**src/ucs_pkg.sv**
```systemverilog
// constants for the uart control and status register block
package ucs_pkg;
   // ----------------------------------------------------------------
   // register byte offsets on the apb
   // ----------------------------------------------------------------
   localparam logic [7:0] UCS_OFF_ISR = 8'h00;
   localparam logic [7:0] UCS_OFF_FCR = 8'h04;
   localparam logic [7:0] UCS_OFF_LCR = 8'h08;
   localparam logic [7:0] UCS_OFF_MCR = 8'h0c;
   localparam logic [7:0] UCS_OFF_EFE = 8'h10;
   localparam logic [7:0] UCS_OFF_FCTL = 8'h14;
   localparam logic [7:0] UCS_OFF_TRG = 8'h18;
   localparam logic [7:0] UCS_OFF_GIE = 8'h1c;
   localparam logic [7:0] UCS_OFF_TRIG_STAT = 8'h20;

   // ----------------------------------------------------------------
   // field positions
   // ----------------------------------------------------------------
   localparam int UCS_FCR_EN = 0;
   localparam int UCS_FCR_RXCLR = 1;
   localparam int UCS_FCR_TXCLR = 2;
   localparam int UCS_FCR_WAKE = 3;
   localparam int UCS_FCR_TXTRIG_LO = 4;
   localparam int UCS_FCR_RXTRIG_LO = 6;
   localparam int UCS_LCR_STOP = 2;
   localparam int UCS_LCR_PAR_EN = 3;
   localparam int UCS_LCR_PAR_EVEN = 4;
   localparam int UCS_LCR_PAR_FORCE = 5;
   localparam int UCS_LCR_BREAK = 6;
   localparam int UCS_LCR_DIVSEL = 7;
   localparam int UCS_MCR_DTR = 0;
   localparam int UCS_MCR_RTS = 1;
   localparam int UCS_MCR_MODEM_SEL = 2;
   localparam int UCS_MCR_INT_EN = 3;
   localparam int UCS_MCR_LOOP = 4;
   localparam int UCS_EFE_ENH = 4;
   localparam int UCS_FCTL_TBL_LO = 4;
   localparam int UCS_FCTL_TRG_TX = 7;

   // ----------------------------------------------------------------
   // reset values and interrupt codes
   // ----------------------------------------------------------------
   localparam logic [7:0] UCS_LCR_RST = 8'h00;
   localparam logic [7:0] UCS_MCR_RST = 8'h00;
   localparam logic [7:0] UCS_EFE_RST = 8'h00;
   localparam logic [7:0] UCS_FCTL_RST = 8'h00;
   localparam logic [7:0] UCS_GIE_RST = 8'h00;
   localparam logic [7:0] UCS_TRG_RST = 8'h01;
   localparam logic [1:0] UCS_CODE_RST = 2'h0;
   localparam logic [2:0] UCS_SRC_LINE = 3'h3;
   localparam logic [2:0] UCS_SRC_RXTO = 3'h6;
   localparam logic [2:0] UCS_SRC_RXRDY = 3'h2;
   localparam logic [2:0] UCS_SRC_TXRDY = 3'h1;
   localparam logic [2:0] UCS_SRC_OTHER = 3'h0;

   // trigger table selector codes
   typedef enum logic [1:0] {
      UCS_TBL_A = 2'h0,
      UCS_TBL_B = 2'h1,
      UCS_TBL_C = 2'h2,
      UCS_TBL_D = 2'h3
   } ucs_table_t;
endpackage : ucs_pkg

```
**src/ucs_regs.sv**
```systemverilog
// uart control and status registers behind an apb slave
//
// Added by the designer: the APB register port and the register addresses.
`timescale 1ns/100ps
`default_nettype none

// Functional notes
// RULE1: status bits 3..1 encode top pending source
// RULE2: bits 4,5 flag char match, cts/rts rise
// RULE3: bit7 fifo enable, bit6 xor gpio interrupt
// RULE4: other fifo bits need enable in write
// RULE5: fifo clear bits pulse once, self-clear
// RULE6: wake-up interrupt gated by fifo bit3
// RULE7: tx interrupt when count below trigger
// RULE8: rx interrupt when count reaches trigger
// RULE9: one trigger table shared by both directions
// RULE10: table A rx 1,4,8,14, tx 1
// RULE11: tables B and C fixed level sets
// RULE12: table D from programmable trigger register
// RULE13: line bits 1:0 give 5..8 data bits
// RULE14: stop select gives 1, 1.5 or 2
// RULE15: parity enable and odd/even type
// RULE16: forced parity mark or space
// RULE17: break holds transmit output low
// RULE18: line bit7 selects divisor latches
// RULE19: dtr/rts active low from modem bits
// RULE20: modem bit2 selects gpio or modem pins
// RULE21: modem bit3 interrupt drive, loop output two
// RULE22: modem bit4 enables internal loopback
// RULE23: status bit0 low while anything pending; a gpio interrupt alone leaves it high
// RULE24: all fields reset to defaults
module ucs_regs
   import ucs_pkg::*;
#(
   parameter int CNT_W = 8
) (
   input wire logic clk_sys,
   input wire logic rst,
   input wire logic psel,
   input wire logic penable,
   input wire logic pwrite,
   input wire logic [7:0] paddr,
   input wire logic [31:0] pwdata,
   output logic [31:0] prdata,
   output logic pready,
   output logic pslverr,
   input wire logic line_status_pend,
   input wire logic rx_timeout_pend,
   input wire logic modem_status_pend,
   input wire logic [CNT_W-1:0] rx_count,
   input wire logic [CNT_W-1:0] tx_count,
   input wire logic char_match_evt,
   input wire logic cts_rise_evt,
   input wire logic rts_rise_evt,
   input wire logic modem_status_read,
   input wire logic wakeup_evt,
   input wire logic gpio_irq_level,
   input wire logic bus_mode_alt_pin,
   input wire logic tx_serial_raw,
   output logic tx_serial_out,
   output logic fifo_enable,
   output logic rx_fifo_clear,
   output logic tx_fifo_clear,
   output logic [7:0] rx_trigger,
   output logic [7:0] tx_trigger,
   output logic [3:0] char_bits,
   output logic stop_long,
   output logic parity_enable,
   output logic parity_even,
   output logic parity_forced,
   output logic divisor_select,
   output logic dtr_n,
   output logic rts_n,
   output logic gpio_modem_select,
   output logic loopback_enable,
   output logic loop_output_one_n,
   output logic loop_output_two_n,
   output logic irq_out,
   output logic irq_oe
);

   // ----------------------------------------------------------------
   // elaboration check
   // ----------------------------------------------------------------
   // levels up to 60 must compare against the fifo count
   if (CNT_W < 6 || CNT_W > 8) begin : g_bad_width
      $error("ucs_regs: CNT_W must be 6 to 8");
   end

   // ----------------------------------------------------------------
   // trigger table decode
   // ----------------------------------------------------------------
   // shared lookup, used for both directions
   function automatic logic [7:0] trig_lookup(
      input logic [1:0] tbl,
      input logic [1:0] code,
      input logic is_tx,
      input logic [7:0] prog
   );
      logic [7:0] lvl;
      lvl = 8'h01;
      unique case (tbl)
         UCS_TBL_A: begin
            if (!is_tx) begin
               unique case (code)
                  2'h0: lvl = 8'h01;
                  2'h1: lvl = 8'h04;
                  2'h2: lvl = 8'h08;
                  2'h3: lvl = 8'h0e;
               endcase
            end
         end
         UCS_TBL_B: begin
            unique case (code)
               2'h0: lvl = is_tx ? 8'h10 : 8'h08;
               2'h1: lvl = is_tx ? 8'h08 : 8'h10;
               2'h2: lvl = 8'h18;
               2'h3: lvl = is_tx ? 8'h1e : 8'h1c;
            endcase
         end
         UCS_TBL_C: begin
            unique case (code)
               2'h0: lvl = 8'h08;
               2'h1: lvl = 8'h10;
               2'h2: lvl = is_tx ? 8'h20 : 8'h38;
               2'h3: lvl = is_tx ? 8'h38 : 8'h3c;
            endcase
         end
         UCS_TBL_D: lvl = prog;
      endcase
      return lvl;
   endfunction : trig_lookup

   // ----------------------------------------------------------------
   // apb decode
   // ----------------------------------------------------------------
   logic setup_ph;
   logic wr_acc;
   logic rd_acc;
   logic mapped;
   assign setup_ph = psel && !penable;
   assign wr_acc = psel && penable && pwrite;
   assign rd_acc = psel && penable && !pwrite;
   assign mapped = (paddr == UCS_OFF_ISR) || (paddr == UCS_OFF_FCR) ||
      (paddr == UCS_OFF_LCR) || (paddr == UCS_OFF_MCR) ||
      (paddr == UCS_OFF_EFE) || (paddr == UCS_OFF_FCTL) ||
      (paddr == UCS_OFF_TRG) || (paddr == UCS_OFF_GIE) ||
      (paddr == UCS_OFF_TRIG_STAT);
   // zero wait states; unmapped addresses answer with an error
   assign pready = 1'b1;
   assign pslverr = psel && penable && !mapped;

   logic wr_fcr;
   logic wr_trg;
   logic rd_isr;
   assign wr_fcr = wr_acc && paddr == UCS_OFF_FCR;
   assign wr_trg = wr_acc && paddr == UCS_OFF_TRG;
   assign rd_isr = setup_ph && !pwrite && paddr == UCS_OFF_ISR;

   // ----------------------------------------------------------------
   // bus mode strap synchroniser
   // ----------------------------------------------------------------
   logic mode_meta_reg;
   logic mode_alt_reg;
   always_ff @(posedge clk_sys or posedge rst) begin
      if (rst) begin
         mode_meta_reg <= 1'b0;
         mode_alt_reg <= 1'b0;
      end else begin
         mode_meta_reg <= bus_mode_alt_pin;
         mode_alt_reg <= mode_meta_reg;
      end
   end

   // ----------------------------------------------------------------
   // line, modem and feature registers
   // ----------------------------------------------------------------
   logic [7:0] lcr_reg;
   logic [7:0] mcr_reg;
   logic [7:0] efe_reg;
   logic [7:0] fctl_reg;
   logic [7:0] gie_reg;
   always_ff @(posedge clk_sys or posedge rst) begin
      if (rst) begin
         lcr_reg <= UCS_LCR_RST; // RULE24
         mcr_reg <= UCS_MCR_RST;
         efe_reg <= UCS_EFE_RST;
         fctl_reg <= UCS_FCTL_RST;
         gie_reg <= UCS_GIE_RST;
      end else if (wr_acc) begin
         if (paddr == UCS_OFF_LCR) lcr_reg <= pwdata[7:0];
         if (paddr == UCS_OFF_MCR) mcr_reg <= pwdata[7:0];
         if (paddr == UCS_OFF_EFE) efe_reg <= pwdata[7:0];
         // one table field serves rx and tx, so last write wins
         if (paddr == UCS_OFF_FCTL) fctl_reg <= pwdata[7:0]; // RULE9
         if (paddr == UCS_OFF_GIE) gie_reg <= pwdata[7:0];
      end
   end

   logic enh_on;
   assign enh_on = efe_reg[UCS_EFE_ENH];

   // ----------------------------------------------------------------
   // fifo setup (write only)
   // ----------------------------------------------------------------
   logic fifo_en_reg;
   logic [1:0] rx_code_reg;
   logic [1:0] tx_code_reg;
   logic wake_en_reg;
   logic rx_clr_reg;
   logic tx_clr_reg;
   always_ff @(posedge clk_sys or posedge rst) begin
      if (rst) begin
         fifo_en_reg <= 1'b0; // RULE24
         rx_code_reg <= UCS_CODE_RST;
         tx_code_reg <= UCS_CODE_RST;
         wake_en_reg <= 1'b0;
      end else if (wr_fcr) begin
         fifo_en_reg <= pwdata[UCS_FCR_EN]; // RULE4
         if (pwdata[UCS_FCR_EN]) begin // RULE4
            rx_code_reg <= pwdata[UCS_FCR_RXTRIG_LO +: 2];
            if (enh_on) begin
               tx_code_reg <= pwdata[UCS_FCR_TXTRIG_LO +: 2];
               wake_en_reg <= pwdata[UCS_FCR_WAKE]; // RULE6
            end
         end
      end
   end

   // clear bits act for one cycle and then read back as zero
   always_ff @(posedge clk_sys or posedge rst) begin
      if (rst) begin
         rx_clr_reg <= 1'b0;
         tx_clr_reg <= 1'b0;
      end else begin
         rx_clr_reg <= wr_fcr && pwdata[UCS_FCR_EN] &&
            pwdata[UCS_FCR_RXCLR]; // RULE5
         tx_clr_reg <= wr_fcr && pwdata[UCS_FCR_EN] &&
            pwdata[UCS_FCR_TXCLR]; // RULE5
      end
   end

   // ----------------------------------------------------------------
   // programmable trigger levels
   // ----------------------------------------------------------------
   logic [7:0] rx_prog_reg;
   logic [7:0] tx_prog_reg;
   always_ff @(posedge clk_sys or posedge rst) begin
      if (rst) begin
         rx_prog_reg <= UCS_TRG_RST;
         tx_prog_reg <= UCS_TRG_RST;
      end else if (wr_trg) begin
         if (fctl_reg[UCS_FCTL_TRG_TX]) tx_prog_reg <= pwdata[7:0]; // RULE12
         else rx_prog_reg <= pwdata[7:0]; // RULE12
      end
   end

   logic [1:0] tbl;
   logic [7:0] rx_trig;
   logic [7:0] tx_trig;
   assign tbl = fctl_reg[UCS_FCTL_TBL_LO +: 2];
   // RULE10 RULE11 RULE12
   assign rx_trig = trig_lookup(tbl, rx_code_reg, 1'b0, rx_prog_reg);
   assign tx_trig = trig_lookup(tbl, tx_code_reg, 1'b1, tx_prog_reg);

   // ----------------------------------------------------------------
   // sticky event flags
   // ----------------------------------------------------------------
   // a new event in the clearing cycle is kept: set wins
   logic match_flag_reg;
   logic flow_flag_reg;
   logic wake_flag_reg;
   always_ff @(posedge clk_sys or posedge rst) begin
      if (rst) begin
         match_flag_reg <= 1'b0;
         flow_flag_reg <= 1'b0;
         wake_flag_reg <= 1'b0;
      end else begin
         if (enh_on && char_match_evt) match_flag_reg <= 1'b1; // RULE2
         else if (rd_isr) match_flag_reg <= 1'b0;
         if (enh_on && (cts_rise_evt || rts_rise_evt))
            flow_flag_reg <= 1'b1; // RULE2
         else if (modem_status_read) flow_flag_reg <= 1'b0;
         if (enh_on && wake_en_reg && wakeup_evt)
            wake_flag_reg <= 1'b1; // RULE6
         else if (rd_isr) wake_flag_reg <= 1'b0;
      end
   end

   // ----------------------------------------------------------------
   // interrupt source encoding
   // ----------------------------------------------------------------
   logic rx_rdy;
   logic tx_rdy;
   logic gpio_pend;
   logic any_pend;
   logic [7:0] isr_val;
   // fifo levels only count in fifo mode; else a single holding slot
   assign rx_rdy = fifo_en_reg ? (8'(rx_count) >= rx_trig) // RULE8
                               : (rx_count != '0);
   assign tx_rdy = fifo_en_reg ? (8'(tx_count) < tx_trig) // RULE7
                               : (tx_count == '0);
   assign gpio_pend = gpio_irq_level && (gie_reg != 8'h00);
   assign any_pend = line_status_pend || rx_timeout_pend || rx_rdy ||
      tx_rdy || modem_status_pend || match_flag_reg || flow_flag_reg ||
      wake_flag_reg;

   always_comb begin
      isr_val = 8'h00;
      isr_val[7] = fifo_en_reg; // RULE3
      isr_val[6] = fifo_en_reg ^ gpio_pend; // RULE3
      isr_val[0] = !any_pend; // RULE23
      if (line_status_pend) isr_val[3:1] = UCS_SRC_LINE; // RULE1
      else if (rx_timeout_pend) isr_val[3:1] = UCS_SRC_RXTO;
      else if (rx_rdy) isr_val[3:1] = UCS_SRC_RXRDY;
      else if (tx_rdy) isr_val[3:1] = UCS_SRC_TXRDY;
      else if (modem_status_pend) isr_val[3:1] = UCS_SRC_OTHER;
      else if (match_flag_reg) isr_val[4] = 1'b1; // RULE2
      else if (flow_flag_reg) isr_val[5] = 1'b1; // RULE2
   end

   // ----------------------------------------------------------------
   // read data, captured in the setup cycle
   // ----------------------------------------------------------------
   logic [31:0] prdata_reg;
   always_ff @(posedge clk_sys or posedge rst) begin
      if (rst) begin
         prdata_reg <= 32'h0000_0000;
      end else if (setup_ph && !pwrite) begin
         prdata_reg <= 32'h0000_0000;
         unique case (paddr)
            UCS_OFF_ISR: prdata_reg[7:0] <= isr_val;
            UCS_OFF_LCR: prdata_reg[7:0] <= lcr_reg;
            UCS_OFF_MCR: prdata_reg[7:0] <= mcr_reg;
            UCS_OFF_EFE: prdata_reg[7:0] <= efe_reg;
            UCS_OFF_FCTL: prdata_reg[7:0] <= fctl_reg;
            UCS_OFF_GIE: prdata_reg[7:0] <= gie_reg;
            UCS_OFF_TRIG_STAT: prdata_reg[15:0] <= {tx_trig, rx_trig};
            default: prdata_reg <= 32'h0000_0000;
         endcase
      end
   end
   assign prdata = prdata_reg;

   // ----------------------------------------------------------------
   // serial output with break
   // ----------------------------------------------------------------
   logic tx_ser_reg;
   always_ff @(posedge clk_sys or posedge rst) begin
      if (rst) tx_ser_reg <= 1'b1;
      else tx_ser_reg <= tx_serial_raw && !lcr_reg[UCS_LCR_BREAK]; // RULE17
   end
   assign tx_serial_out = tx_ser_reg;

   // ----------------------------------------------------------------
   // control outputs
   // ----------------------------------------------------------------
   assign fifo_enable = fifo_en_reg;
   assign rx_fifo_clear = rx_clr_reg;
   assign tx_fifo_clear = tx_clr_reg;
   assign rx_trigger = rx_trig;
   assign tx_trigger = tx_trig;
   // 5 + code gives 5..8 data bits
   assign char_bits = 4'h5 + {2'h0, lcr_reg[1:0]}; // RULE13
   assign stop_long = lcr_reg[UCS_LCR_STOP]; // RULE14
   assign parity_enable = lcr_reg[UCS_LCR_PAR_EN]; // RULE15
   assign parity_even = lcr_reg[UCS_LCR_PAR_EVEN]; // RULE15
   assign parity_forced = lcr_reg[UCS_LCR_PAR_EN] &&
      lcr_reg[UCS_LCR_PAR_FORCE]; // RULE16
   assign divisor_select = lcr_reg[UCS_LCR_DIVSEL]; // RULE18
   // modem pins are quiet while looped back
   assign dtr_n = !mcr_reg[UCS_MCR_DTR] || loopback_enable; // RULE19
   assign rts_n = !mcr_reg[UCS_MCR_RTS] || loopback_enable; // RULE19
   assign gpio_modem_select = mcr_reg[UCS_MCR_MODEM_SEL]; // RULE20
   assign loopback_enable = mcr_reg[UCS_MCR_LOOP]; // RULE22
   assign loop_output_one_n = !(loopback_enable &&
      mcr_reg[UCS_MCR_MODEM_SEL]); // RULE20
   assign loop_output_two_n = !(loopback_enable &&
      mcr_reg[UCS_MCR_INT_EN]); // RULE21
   assign irq_out = any_pend || gpio_pend;
   // alternate bus mode drives always; others obey the enable bit
   assign irq_oe = mode_alt_reg || mcr_reg[UCS_MCR_INT_EN]; // RULE21
endmodule : ucs_regs
`default_nettype wire

```
**config.mk**
```make
export PLATFORM = sky130hd
export DESIGN_NAME = ucs_regs
export DESIGN_NICKNAME = d
export VERILOG_FILES = /design/src/ucs_pkg.sv /design/src/ucs_regs.sv
export SDC_FILE = /design/constraint.sdc
export NUM_CORES = 1
export LEC_CHECK = 0
export BUFFER_PORTS_ARGS = -buffer_cell sky130_fd_sc_hd__buf_2
export CAP_MARGIN = 40
export CORE_UTILIZATION = 45
export DETAILED_ROUTE_END_ITERATION = 10
export PLACE_DENSITY_LB_ADDON = 0.05
export REMOVE_ABC_BUFFERS = 1
export SETUP_SLACK_MARGIN = 0.4
export SYNTH_ARGS = -nofsm -noshare
export SYNTH_HDL_FRONTEND = slang
export SYNTH_SLANG_ARGS = --single-unit
export TNS_END_PERCENT = 30
```
**constraint.sdc**
```tcl
create_clock -name clk_sys -period 3.45 [get_ports clk_sys]
set_input_delay 0.5175 -clock clk_sys [delete_from_list [all_inputs] [get_ports clk_sys]]
set_output_delay 0.5175 -clock clk_sys [all_outputs]
set_load 0.03 [all_outputs]
```
Yosys cells after proc, flatten, opt, wreduce, memory -nomap -nowiden
Index checks and enable logic that the tools add are counted.

operators by class
  add/sub/neg operators = 1
  order comparisons = 2
  equal/unequal tests = 17
  multiplexer cells = 28
  bitwise logic cells = 2
  reductions and logical operators = 68

operator list
  cell                                                              count
  8-bit one-hot mux with 4 select lines                             6
  8-bit one-hot mux with 7 select lines                             1
  8-bit by 5-bit == test with 1-bit output (second input constant)  4
  8-bit one-hot mux with 3 select lines                             1
  1-bit logical AND                                                 20
  1-bit logical OR                                                  20
  8-bit by 4-bit == test with 1-bit output (second input constant)  2
  8-bit logical NOT                                                 2
  2-bit AND reduction                                               8
  8-bit nonzero test                                                2
  2-bit == test (second input constant)                             6
  2-bit 2-to-1 mux                                                  6
  1-bit 2-to-1 mux                                                  11
  1-bit logical NOT                                                 9
  8-bit by 3-bit == test with 1-bit output (second input constant)  1
  8-bit by 6-bit == test with 1-bit output (second input constant)  1
  8-bit greater-or-equal comparator                                 1
  8-bit less-than comparator                                        1
  8-bit 2-to-1 mux                                                  1
  2-bit by 1-bit == test with 1-bit output (second input constant)  3
  2-bit logical NOT                                                 3
  3-bit 2-to-1 mux                                                  2
  2-bit nonzero test                                                3
  3-bit by 2-bit adder with 4-bit output (first input constant)     1
  other kinds (3)                                                   3

word-level totals
  register bits after elaboration = 86
  input bits = 72
  output and inout port bits = 71
  logic and storage cells = 138

Logic depth before layout (Yosys ltp)
  word-level depth = 13
  depth in mapped cells = 12
  depth with buffers taken out = 12

Worst setup path before layout
No wires, ideal clock.

  path type = reg2out
  from = register fctl_reg[5]
  to = output irq_out
  data arrival time = 3.002 ns
  data required time = 2.932 ns
  setup slack = -0.069 ns
  cell stages (with the launch flop) = 11
  path buffers = 1
  cells stage by stage = dfrtp_1 > clkbuf_1 > or3_1 > o2bb2ai_1 > ha_1 > nor2_1 > a21oi_1 > nor3_1 > o21ai_0 > or3_1 > nand3b_1

between the ends
  longest elaborated chain between the ends = 11
  elaborated cells between the ends (all ways) = 17
  those cells by class = order compare: 2; eq/ne: 3; mux: 4; reduce/logical: 8

ends and longest elaborated chain
  what                                       RTL line         RTL
  from (decl)                                ucs_regs.sv:181  logic [7:0] fctl_reg;
  from (signal assigned)                     ucs_regs.sv:195  if (paddr == UCS_OFF_FCTL) fctl_reg <= pwdata[7:0];
  2-bit == test (tied with other cells)      ucs_regs.sv:102  unique case (tbl)
  8-bit one-hot mux with 4 select lines (*)  ucs_regs.sv:102
  named net rx_trigger[0]                    ucs_regs.sv:64   output logic [7:0] rx_trigger,
  8-bit greater-or-equal comparator (*)      ucs_regs.sv:299  assign rx_rdy = fifo_en_reg ? (8'(rx_count) >= rx_trig)
  1-bit 2-to-1 mux (*)                       ucs_regs.sv:299
  1-bit logical OR (*) (2 in series)         ucs_regs.sv:304  assign any_pend = line_status_pend || rx_timeout_pend || rx_rdy ||
  1-bit logical OR (*) (4 in series)         ucs_regs.sv:305  tx_rdy || modem_status_pend || match_flag_reg || flow_flag_reg ||
  1-bit logical OR (*)                       ucs_regs.sv:380  assign irq_out = any_pend || gpio_pend;
  to (decl)                                  ucs_regs.sv:78   output logic irq_out,

The timed path passes the listed nets; every way through them passes the cells marked *.

Final worst setup path
  from = register tx_code_reg[0]
  to = output irq_out

between the ends
  longest elaborated chain between the ends = 11
  elaborated cells between the ends (all ways) = 15
  those cells by class = order compare: 1; eq/ne: 3; mux: 4; reduce/logical: 7

ends and longest elaborated chain
  what                                                             RTL line                          RTL
  from (decl)                                                      ucs_regs.sv:208                   logic [1:0] tx_code_reg;
  from (signal assigned)                                           ucs_regs.sv:223                   tx_code_reg <= pwdata[UCS_FCR_TXTRIG_LO +: 2];
  2-bit == test (tied with other cells)                            ucs_regs.sv:114, ucs_regs.sv:122
  8-bit one-hot mux with 4 select lines, on equally long branches  ucs_regs.sv:114, ucs_regs.sv:122
  8-bit one-hot mux with 3 select lines (*)                        ucs_regs.sv:102
  8-bit less-than comparator (*)                                   ucs_regs.sv:301                   assign tx_rdy = fifo_en_reg ? (8'(tx_count) < tx_trig)
  1-bit 2-to-1 mux (*)                                             ucs_regs.sv:301
  1-bit logical OR (*)                                             ucs_regs.sv:304
  1-bit logical OR (*) (4 in series)                               ucs_regs.sv:305
  1-bit logical OR (*)                                             ucs_regs.sv:380

Every way passes the cells marked *; elsewhere a longest branch is shown, timed or not. The select of a mux whose other input is x is not followed.

==> impl_metrics.csv <==
group,metric,value,unit
status,status,"finished clean",
sta,drv_slew,0,
pwr,power_density,333.9,mW/mm^2
logic_synthesis,syn_inst,463,
place,portBuffers,101,
setup_path,endpoint_kind,"output port",
sta,rsz0062_at_grt,"true",
layout,seq_area,0.002162,mm^2
clock_network,cts_sinks,86,
layout,multiInputGateArea,0.002615,mm^2
layout,layout-drive-gt1-share,0.4174,
route,via_per_inst,5.407,
setup_path,critical_path.max_fanout,4,
sta,finalCritPeriodShare,0.9981,
logic_synthesis,synth_seq_cells,86,
grt,grt_pass1_vias,3659,
place,dp_hpwl,9844,um
clock_network,numCtsBuffers,9,
clock_network,clk_pin_slew,0.09,ns
layout,areaGrowthSynthToFinish,24.39,%
floorplan,dieArea,0.01109,mm^2
setup_path,crit_top_cell,"o21ai_1",
route,drtAntennaViolNets,0,
logic_synthesis,syn-cell-area,0.004802,mm^2
floorplan,ios,143,
layout,fillerInstances,950,
clock_network,cts-root-buf,"clkbuf_8",
grt,grt_pass1_wl,20280,um
setup_path,path_class,"reg2out",
grt,gr-total-overflow,0,
clock_network,clk_path_buf_depth,2,
pwr,ir_drop,0.0003018,V
setup_path,cpPeakStageDelay,0.47,ns
grt,grt_util_all_layers,0.2453,
layout,layout_commonest_cell,"buf_2",
clock_network,cts_max_level,3,
setup_path,cp_cell_sequence,"inv_4 > ha_4 > o21ai_1 > a21oi_2 > ha_1 > o21a_1 > o21ai_1 > a31oi_1 > o21ai_2 > or3_4 > nand3b_1 > buf_6",
grt,grt_max_degree,45,
setup_path,start_kind,"register",
route,drt_iter0_drc,176,
sta,worst_slew_pin_slew,0.7653,ns
route,wire_per_inst,18.28,um
sta,fin_skew,0.009592,ns
floorplan,initial_utilization,0.4652,
layout,largest_reg_flops,16,
sta,setup_viol,0,
sta,slew_headroom,0.4892,
flow_run,drv_cap,0,
sta,setup_tns,0,ns
route,dr.pass1.iters,5,
layout,mostFrequentLayoutCells,"buf_2, dfrtp_1, mux2_2",
logic_synthesis,yosys.cell_types.count,58,
sta,hold_viol_final,0,
setup_path,required,2.93,ns
logic_synthesis,yosys_warnings,0,
clock_network,cts_tree,"built",
setup_path,worst_ep_arrival_time,2.93,ns
floorplan,die_height,105.3,um
logic_synthesis,synth_edf_count,0,
clock_network,hold_buffers,0,
logic_synthesis,syn_area_per_cell,10.37,um^2
logic_synthesis,synthArstFlopShare,1.000,
sta,fmaxAchievable,0.2904,GHz
pwr,leakage,3.010,nW
route,drt-total-wl,13210,um
floorplan,fp.dieW,105.3,um
route,drc,0,
logic_synthesis,synth_seq_area_share,0.4489,
pwr,p_total,0.001995,W
floorplan,row_count,37,
layout,antennaDiodeCount,0,
setup_path,slowest_stage,"dfrtp_2",
grt,antenna_found_initial,0,
route,num_vias,3909,
worst_hold_path,hp-class,"in2async",
layout,final_nets,674,
logic_synthesis,synth_ff_type,"dfrtp_1",
place,place.gp.congestion,0.9192,
sta,period_minus_slack,3.443,ns
floorplan,core_area,0.01032,mm^2
clock_network,insertion_delay,0.38,ns
[final cells by class]
cell class                 count  area share
clock buffer                  10     0.02304
clock inverter                 6     0.01152
inverter                      26     0.01739
multi-input combinational    334      0.4378
sequential                    86      0.3620
tap                          136     0.02849
timing repair buffer         125      0.1198
[worst paths after layout]
| kind | slack, ns | endpoint | startpoint | cells past startpoint |
|---|---|---|---|---|
| worst max register to register | 0.67 | prdata[5] | tx_code_reg[0] | 12 |
| max in group asynchronous | 2.48 | rx_prog_reg[0] | rst | 3 |
| worst min-delay path | 0.24 | mode_alt_reg | rst | 2 |
| worst max-delay path | 0.007 | irq_out | tx_code_reg[0] | 12 |
| min in group clk_sys | 0.24 | mode_meta_reg | bus_mode_alt_pin | 1 |
| worst min register to register | 0.35 | mode_alt_reg | mode_meta_reg | 0 |
[per-layer routing]
layer  part of all wire  routed length, um  up-vias  GRT usage
met3              0.060                788       12    0.04762
met4              0.015                197        0    0.08149
met5                  0                  0        -          0
li1                   -                  -     1857          -
met2               0.45               5964      117     0.3675
met1               0.47               6262     1923     0.3546
[critical path, delay by kind of cell, from the launching register on]
kind                     cells  cell delay (ns)
AO/OA/AOI/OAI                6             0.78
AND/OR/NAND/NOR              2             0.56
flip-flops                   1             0.47
adder cells (fa/ha/maj)      2             0.47
buffers and inverters        2             0.25
[Yosys cell counts (9+ instances only)]
library cell,instances,area share
mux2_2,59,0.14
o21ai_0,28,0.029
clkbuf_1,13,0.010
nand3_1,12,0.013
buf_4,18,0.028
mux2i_1,11,0.023
nand2_1,59,0.046
nor2_1,16,0.013
ha_1,20,0.052
dfrtp_1,83,0.43
o31ai_1,9,0.014
inv_1,26,0.020
[cells by family after synthesis]
group	after synthesis	synth area share
multiplexers	70	0.1613
AND/OR/NAND/NOR	142	0.1537
buffers and inverters	58	0.06097
adder cells (fa/ha/maj)	21	0.05419
other	2	0.001564
AO/OA/AOI/OAI	83	0.1175
XOR/XNOR	1	0.001824
flip-flops	86	0.4489
[per-stage QoR]
step	util	std cells	hold slack [ns]	cell area, um^2	worst slack [ns]
floorplan	-	446	0.3312	4663	-0.2052
global placement	0.5316	701	0.3352	5488	0.2153
detailed placement	0.5316	701	0.3472	5488	0.1801
CTS	0.5626	720	0.2225	5808	-0.02195
global route	0.5786	723	0.2308	5973	-0.1142
finish	0.5786	723	0.2380	5973	0.006610
[power breakdown]
part / switching [W] / total [W] / internal [W]
Combinational: 0.000141 / 0.000208 / 0.0000673
Clock: 0.000394 / 0.000754 / 0.000361
Sequential: 0.0000113 / 0.00103 / 0.00102
Total: 0.000546 / 0.00199 / 0.00145
[what timing repair did]
action,4_1_cts,5_1_grt
buffers inserted,3,3
pin swaps,4,9
endpoints found under the setup margin,1,2
resized for setup,30,30
Power figures use the tool's default switching activity.
